<file path="src/idt_pkg.sv">
// constants and types for the drive data timing register bank
// recovery, then the next cycle may start.
package idt_pkg;
    localparam int NUM_REGS = 8;
    localparam int ADDR_W   = 12;
    // register indexes; byte address is four times the index
    localparam logic [7:0] IDX_C1D1_RD = 8'h44;
    localparam logic [7:0] IDX_C1D1_WR = 8'h45;
    localparam logic [7:0] IDX_C1D2_RD = 8'h48;
    localparam logic [7:0] IDX_C1D2_WR = 8'h49;
    localparam logic [7:0] IDX_C2D1_RD = 8'h4C;
    localparam logic [7:0] IDX_C2D1_WR = 8'h4D;
    localparam logic [7:0] IDX_C2D2_RD = 8'h50;
    localparam logic [7:0] IDX_C2D2_WR = 8'h51;
    // field layout
    localparam int ACT_LSB = 0;
    localparam int REC_LSB = 4;
    localparam int FLD_W   = 4;
    // reset values (mode 0)
    localparam logic [3:0] ACT_RESET = 4'h5;
    localparam logic [3:0] REC_RESET = 4'h8;
    // code to clock count bases
    localparam logic [4:0] ACT_BASE = 5'h11;
    localparam logic [4:0] REC_BASE = 5'h10;

    typedef enum logic [1:0] {
        IDT_IDLE,
        IDT_ACTIVE,
        IDT_RECOVER
    } idt_state_type;
endpackage

</file>
<file path="src/idt_timing_regs.sv">
// drive data timing registers on apb with a data cycle strobe engine
`timescale 1ns/1ps
module idt_timing_regs (
    // clock and reset
    input  wire logic                        pclk,
    input  wire logic                        presetn,
    // apb slave
    input  wire logic                        psel,
    input  wire logic                        penable,
    input  wire logic                        pwrite,
    input  wire logic [idt_pkg::ADDR_W-1:0]  paddr,
    input  wire logic [31:0]                 pwdata,
    output logic      [31:0]                 prdata,
    output logic                             pready,
    output logic                             pslverr,
    // data cycle request
    input  wire logic                        cyc_req,
    input  wire logic                        cyc_chan,
    input  wire logic                        cyc_drive,
    input  wire logic                        cyc_write,
    output logic                             cyc_busy,
    output logic                             cyc_done,
    // drive strobes
    output logic                             strobe_chan,
    output logic                             rd_strobe_n,
    output logic                             wr_strobe_n
);
    import idt_pkg::*;

    logic [7:0]    timing [NUM_REGS];
    logic [3:0]    sel;
    logic          access;
    logic [4:0]    cnt;
    logic [7:0]    cur;
    logic [2:0]    req_slot;
    idt_state_type state;

    // slot number, or 8 when the address maps to nothing
    function automatic logic [3:0] decode(input logic [ADDR_W-1:0] a);
        logic [7:0] idx;
        idx = a[9:2];
        if (a[1:0] != 2'b00 || a[ADDR_W-1:10] != '0) begin
            return 4'h8;
        end
        unique case (idx)
            IDX_C1D1_RD: return 4'h0;
            IDX_C1D1_WR: return 4'h1;
            IDX_C1D2_RD: return 4'h2;
            IDX_C1D2_WR: return 4'h3;
            IDX_C2D1_RD: return 4'h4;
            IDX_C2D1_WR: return 4'h5;
            IDX_C2D2_RD: return 4'h6;
            IDX_C2D2_WR: return 4'h7;
            default:     return 4'h8;
        endcase
    endfunction

    // clocks for a 4-bit code: base minus code
    function automatic logic [4:0] clocks(input logic [4:0] base,
                                          input logic [3:0] code);
        return base - {1'b0, code};
    endfunction

    assign sel      = decode(paddr);
    assign access   = psel & penable;
    assign req_slot = {cyc_chan, cyc_drive, cyc_write};

    // one wait state so every apb output comes from a flop
    always_ff @(posedge pclk or negedge presetn) begin
        if (!presetn) begin
            pready  <= 1'b0;
            pslverr <= 1'b0;
            prdata  <= 32'h0000_0000;
        end else if (access && !pready) begin
            pready  <= 1'b1;
            pslverr <= sel[3];
            prdata  <= (sel[3] || pwrite) ? 32'h0000_0000
                                          : {24'h00_0000, timing[sel[2:0]]};
        end else begin
            pready  <= 1'b0;
            pslverr <= 1'b0;
        end
    end

    // register writes land on the completing edge only
    always_ff @(posedge pclk or negedge presetn) begin
        if (!presetn) begin
            for (int i = 0; i < NUM_REGS; i++) begin
                timing[i] <= {REC_RESET, ACT_RESET};
            end
        end else if (access && pready && pwrite && !sel[3]) begin
            timing[sel[2:0]] <= pwdata[7:0];
        end
    end

    // cycle engine; a new request waits for recovery to end
    always_ff @(posedge pclk or negedge presetn) begin
        if (!presetn) begin
            state       <= IDT_IDLE;
            cnt         <= 5'h00;
            cur         <= 8'h00;
            cyc_busy    <= 1'b0;
            cyc_done    <= 1'b0;
            strobe_chan <= 1'b0;
            rd_strobe_n <= 1'b1;
            wr_strobe_n <= 1'b1;
        end else begin
            cyc_done <= 1'b0;
            unique case (state)
                IDT_IDLE: begin
                    if (cyc_req) begin
                        cur         <= timing[req_slot];
                        cnt         <= clocks(ACT_BASE,
                            timing[req_slot][ACT_LSB +: FLD_W]) - 5'h01;
                        state       <= IDT_ACTIVE;
                        cyc_busy    <= 1'b1;
                        strobe_chan <= cyc_chan;
                        rd_strobe_n <= cyc_write;
                        wr_strobe_n <= ~cyc_write;
                    end
                end
                IDT_ACTIVE: begin
                    if (cnt == 5'h00) begin
                        rd_strobe_n <= 1'b1;
                        wr_strobe_n <= 1'b1;
                        cnt   <= clocks(REC_BASE,
                            cur[REC_LSB +: FLD_W]) - 5'h01;
                        state <= IDT_RECOVER;
                    end else begin
                        cnt <= cnt - 5'h01;
                    end
                end
                IDT_RECOVER: begin
                    if (cnt == 5'h00) begin
                        state    <= IDT_IDLE;
                        cyc_busy <= 1'b0;
                        cyc_done <= 1'b1;
                    end else begin
                        cnt <= cnt - 5'h01;
                    end
                end
            endcase
        end
    end
endmodule

</file>
<file path="config.mk">
export PLATFORM = sky130hd
export DESIGN_NAME = idt_timing_regs
export DESIGN_NICKNAME = d
export VERILOG_FILES = /design/src/idt_pkg.sv /design/src/idt_timing_regs.sv
export SDC_FILE = /design/constraint.sdc
export NUM_CORES = 1
export LEC_CHECK = 0
export BUFFER_PORTS_ARGS = -buffer_cell sky130_fd_sc_hd__buf_4
export CORE_MARGIN = 4
export CORE_UTILIZATION = 55
export DETAILED_ROUTE_END_ITERATION = 8
export GPL_TIMING_DRIVEN = 1
export PLACE_DENSITY = 0.85
export SYNTH_ARGS = -nofsm -noshare
export SYNTH_HDL_FRONTEND = slang
export SYNTH_SLANG_ARGS = --single-unit
</file>
<file path="constraint.sdc">
create_clock -name pclk -period 2.35 [get_ports pclk]
set_input_delay 0.47 -clock pclk [delete_from_list [all_inputs] [get_ports pclk]]
set_output_delay 0.47 -clock pclk [all_outputs]
set_load 0.01 [all_outputs]
</file>
==> Word level (Yosys, flattened, before mapping) <==
Index checks and enable logic that the tools add are counted.
{ "word_totals": {"register_bits": 118} }
{ "op_classes": {"n_reduce_logical": 20, "bitwise_logic": 4, "eq_ne": 14, "n_addsub": 5, "order_cmp": 3, "mux": 34} }
{ "op_table": {"columns": ["operator", "n"], "rows": [
  ["64-bit bitwise mux", 1],
  ["8-bit by 7-bit == test with 1-bit output, second input constant", 8],
  ["8-bit binary-select mux with 3-bit select", 2],
  ["8-bit two-way mux", 6],
  ["4-bit case mux with 8 select lines", 1],
  ["8-bit demux with 3-bit select", 1],
  ["5-bit two-way mux", 3],
  ["5-bit case mux with 3 select lines", 1],
  ["5-bit by 1-bit subtractor with 5-bit output, second input constant", 3],
  ["1-bit two-way mux", 10],
  ["5-bit by 4-bit subtractor with 5-bit output, first input constant", 2],
  ["3-bit AND reduction", 3],
  ["4-bit greater-or-equal comparator, second input constant", 2],
  ["4-bit two-way mux", 2],
  ["2-bit != test, second input constant", 4],
  ["3-bit inverter with 4-bit output", 2],
  ["2-bit nonzero test", 4],
  ["2-bit two-way mux", 3],
  ["1-bit case mux with 2 select lines", 3],
  ["2-bit case mux with 3 select lines", 1],
  ["1-bit logical AND", 5],
  ["5-bit zero test", 1],
  ["4-bit by 1-bit less-than comparator with 1-bit output, second input constant", 1],
  ["2-bit AND reduction", 2],
  ["other kinds (7)", 9]
]} }

==> Logic depth before layout (Yosys ltp) <==
{ "depth": {"word_depth": 10, "mapped_depth": 7} }

==> Least setup slack after synthesis <==
No wires, ideal clock.
{ "synth_path": {"path_kind": "input to register", "from": "input port paddr[3] in the netlist's numbering", "to": "register timing[25] in the netlist's numbering", "required_time_ps": 2225, "path_stages": 6, "slack_ps": -334, "arrival_time_ps": 2560, "cell_sequence": "or4b_4 > or2_1 > buf_6 > or4_4 > a21oi_2 > mux2_2"} }
{ "synth_between": {"elab_chain_len": 9, "word_cells_on_any_way": 19, "cone_classes": "2 x order compare; 8 x eq/ne; 5 x mux; 1 x bitwise; 3 x reduce/logical"} }
{ "synth_rtl": {"columns": ["element", "line_no", "source"], "rows": [
  ["from (decl)", "idt_timing_regs.sv:11", "input wire logic [idt_pkg::ADDR_W-1:0] paddr,"],
  ["8-bit by 7-bit == test with 1-bit output", "idt_timing_regs.sv:45", "unique case (idx)"],
  ["4-bit case mux with 8 select lines *", "idt_timing_regs.sv:45", null],
  ["4-bit two-way mux *", "idt_timing_regs.sv:45", null],
  ["3-bit inverter with 4-bit output (not written as such)", "idt_timing_regs.sv:92", "timing[sel[2:0]] <= pwdata[7:0];"],
  ["4-bit greater-or-equal comparator (not written as such) / 4-bit by 1-bit less-than comparator with 1-bit output (equally long branches)", "idt_timing_regs.sv:92", null],
  ["1-bit logical AND (not written as such)", "idt_timing_regs.sv:92", null],
  ["8-bit two-way mux (not written as such)", "idt_timing_regs.sv:92", null],
  ["8-bit demux with 3-bit select", "idt_timing_regs.sv:92", null],
  ["64-bit bitwise mux", "idt_timing_regs.sv:92", null],
  ["to (signal, indexed assignment)", "idt_timing_regs.sv:89", "timing[i] <= {REC_RESET, ACT_RESET};"],
  ["to (signal, indexed assignment)", "idt_timing_regs.sv:92", null],
  ["to (decl)", "idt_timing_regs.sv:30", "logic [7:0] timing [NUM_REGS];"]
]} }
Every way passes the cells marked *; elsewhere a longest branch is shown, timed or not.
A chain may end at the register's enable or synchronous reset.

==> Worst setup path in the final report <==
{ "layout_path": {"from": "input port paddr[0] in the netlist's numbering", "to": "register timing[35] in the netlist's numbering"} }
{ "layout_between": {"elab_chain_len": 10, "word_cells_on_any_way": 13, "cone_classes": "2 x order compare; 5 x mux; 1 x bitwise; 5 x reduce/logical"} }
{ "layout_rtl": {"columns": ["element", "line_no", "source"], "rows": [
  ["2-bit nonzero test *", "idt_timing_regs.sv:42", "if (a[1:0] != 2'b00 || a[ADDR_W-1:10] != '0) begin"],
  ["1-bit logical OR *", "idt_timing_regs.sv:42", null],
  ["1-bit two-way mux *", "idt_timing_regs.sv:42", null],
  ["4-bit two-way mux *", "idt_timing_regs.sv:45", null],
  ["3-bit inverter with 4-bit output (not written as such)", "idt_timing_regs.sv:92", null],
  ["4-bit greater-or-equal comparator (not written as such) / 4-bit by 1-bit less-than comparator with 1-bit output (equally long branches)", "idt_timing_regs.sv:92", null],
  ["1-bit logical AND (not written as such)", "idt_timing_regs.sv:92", null],
  ["8-bit two-way mux (not written as such)", "idt_timing_regs.sv:92", null],
  ["8-bit demux with 3-bit select", "idt_timing_regs.sv:92", null],
  ["64-bit bitwise mux", "idt_timing_regs.sv:92", null]
]} }
Marked as above.

==> out/metrics.yaml <==
hpwl_mm: 10.1
synth-edff-count: 0
r2r-start: "cnt[0]"
startpoint: "paddr[0]"
drcViolationCount: 0
multiInputGateArea_um2: 2730
port_buffers: 43
grt_max_degree: 57
p_sw_share_pct: 30.6
ir_drop_uv: 382
r2r_slack_ns: 0.18
grt_pass1_wl_mm: 22.3
hold_class: "input port to asynchronous set/reset pin"
route.vias.total: 4092
cellInternalPower_mw: 2.80
maxCapViolCount: 0
cp_max_fo: 4
routedWlPerCell_um: 22.7
cts_buffers: 9
drive_above_1_share_pct: 46.1
grt_overflow: 0
fmax_mhz: 415
synth.cell_area_um2: 5120
synth_top_area_share_pct: 31.3
cts-root-buf: "clkbuf_8"
syn_avg_cell_area_um2: 11.8
status: "complete, but fails checks"
synth_cells: 435
period_needed_ns: 2.41
die_width_um: 104
path_class: "input port to flip-flop"
die-height_um: 104
fillers: 614
antenna_found_initial: 0
drtAntennaViolNets: 0
firstDrtPassIters: 5
routabilityCongestion: 0.947
regArea_um2: 2280
dpl_cell_area_um2: 5850
synthTopCellsByArea: "dfrtp_1, dfstp_2, mux2_2, mux4_2, buf_4"
hold_buffers: 0
diodes: 0
fin_total_pwr_mw: 4.03
synth_common_cells: "dfrtp_1, mux2_2, dfstp_2"
worstPathRequired_ns: 2.60
grt_usage_pct: 26.5
synth_warnings: 0
via_per_inst: 6.46
slew_violations: 0
routed_wl_mm: 14.4
cp-end-kind: "flip-flop"
core_area_um2: 8890
yosysMostFrequentCell: "dfrtp_1"
drtIter0Drc: 365
path_clk_slew_ns: 0.11
switchingPower_mw: 1.23
r2r-end: "cnt[4]"
yosysUniqueCellTypes: 65
start_util_pct: 57.6
cts_sinks: 90
cp-start-kind: "input port"
clock_path_buffers: 2
setup_violations: 12
yosysTopAreaCell: "dfrtp_1"
r2r_cells: 7
pwr-share-clk_pct: 32.4
ioPinCount: 92
nNetsFinal: 578
leakagePower_nw: 2.83
htree_levels: 3
pwr-share-seq_pct: 42.7
fin_ws_ns: -0.0592
rows: 34
first_global_vias: 4129
final_area_um2: 6220
ys_seq_area_share_pct: 44.6
syn_to_final_growth_pct: 21.5
clock_latency_ns: 0.37
finalCritPeriodShare_pct: 103
fin_tns_setup_ns: -0.258
p_per_area_nw_per_um2: 648
synth_ff_type: "dfrtp_1"
violations: "negative setup slack"
p_comb_share_pct: 24.9
die-area_um2: 10900
finalHoldViolations: 0
synthArstFlopShare_pct: 100
rsz0062_at_grt: "yes"
endpoint: "timing[35]"
cts_tree: "done"
crit_arrival_ns: 2.66
ys_ff_latch: 90
finalClockSkew_ns: 0.0129
[cell families after synthesis]
group,count (synthesis),synth area share (%)
simple gates,96,10.6
mux,92,24.3
compound gates,91,12.5
flops,90,44.6
buf+inv,58,6.33
fa+ha+maj,5,1.22
xor+xnor,2,0.342
other cells,1,0.0732
[worst max-delay path, cell delays in order]
cell	delay (ns)
buf_6	0.09
or4_4	0.53
or2_4	0.28
or3_4	0.39
buf_6	0.13
nor3_4	0.27
buf_6	0.20
mux2_4	0.30
[metal layers]
layer | up-vias | share of wire [%] | track usage, %
met4 | 0 | 3.4 | 10.9
met5 | - | 0 | 0
met1 | 2019 | 40 | 35.4
met2 | 262 | 47 | 41.3
met3 | 49 | 9.5 | 6.46
li1 | 1762 | - | -
[state kept, by name, indices dropped and copies added, names as in the netlist]
name	count
timing	64
prdata	8
cnt	5
cur	4
state	2
cyc_busy	1
cyc_done	1
pready	1
pslverr	1
rd_strobe_n	1
strobe_chan	1
wr_strobe_n	1
[cell type report]
class | count | share of cell area, %
Inverter | 12 | 0.724
Timing Repair Buffer | 97 | 12.6
Clock buffer | 10 | 2.05
Multi-Input combinational cell | 310 | 43.9
Clock inverter | 6 | 1.85
Sequential cell | 90 | 36.7
Tap cell | 108 | 2.17
[power by group through the flow]
stage | logic, mW | registers [mW] | clock network (mW)
floorplan | 0.688 | 1.74 | 0
global placement | 0.947 | 1.74 | 0
detailed placement | 0.975 | 1.75 | 0
CTS | 0.988 | 1.72 | 1.32
global route | 1.11 | 1.73 | 1.39
finish | 1.00 | 1.72 | 1.31
[through the flow]
stage / util, % / setup slack, ns / cells / hold slack (ns)
CTS: 69.3 / -0.0768 / 632 / 0.0604
detailed placement: 65.8 / -0.595 / 615 / 0.462
finish: 70.0 / -0.0592 / 633 / 0.0495
floorplan: - / -0.323 / 458 / 0.174
global route: 70.0 / -0.0431 / 633 / 0.0650
global placement: 65.8 / -0.534 / 615 / 0.455
[cell usage in the layout (no fill, tap or decap), types with 4 or more instances in the layout]
cell type	count
buf_6	11
a21oi_1	9
nand3_1	7
mux2_4	28
mux4_2	17
ha_1	5
conb_1	24
nor2_1	18
o221ai_1	4
nand2_1	20
mux2i_1	9
dfstp_2	26
nand2b_1	7
clkbuf_8	9
o21ai_0	16
nor3_1	10
buf_4	85
o22a_1	8
dfrtp_1	64
o22ai_1	16
nand4_1	5
a31oi_1	4
inv_1	12
a2bb2oi_1	5
mux2_2	38
[worst min-delay path by stage]
stage | end | slack [ns] | cells after the start
after CTS | timing[46] | 0.06 | 1
after detailed placement | prdata[2] | 0.46 | 1
after global placement | prdata[2] | 0.46 | 1
after floorplan | cnt[0] | 0.17 | 0
final | timing[46] | 0.05 | 1
after global routing | timing[9] | 0.06 | 1
[timing repair]
| action | 4_1_cts | 5_1_grt |
|---|---|---|
| pin swaps | 4 | 5 |
| setup buffers | 1 | 1 |
| resized for setup | 14 | 13 |
| endpoints found under the setup margin | 25 | 27 |
Note: power is estimated with default switching activity, not from simulation.
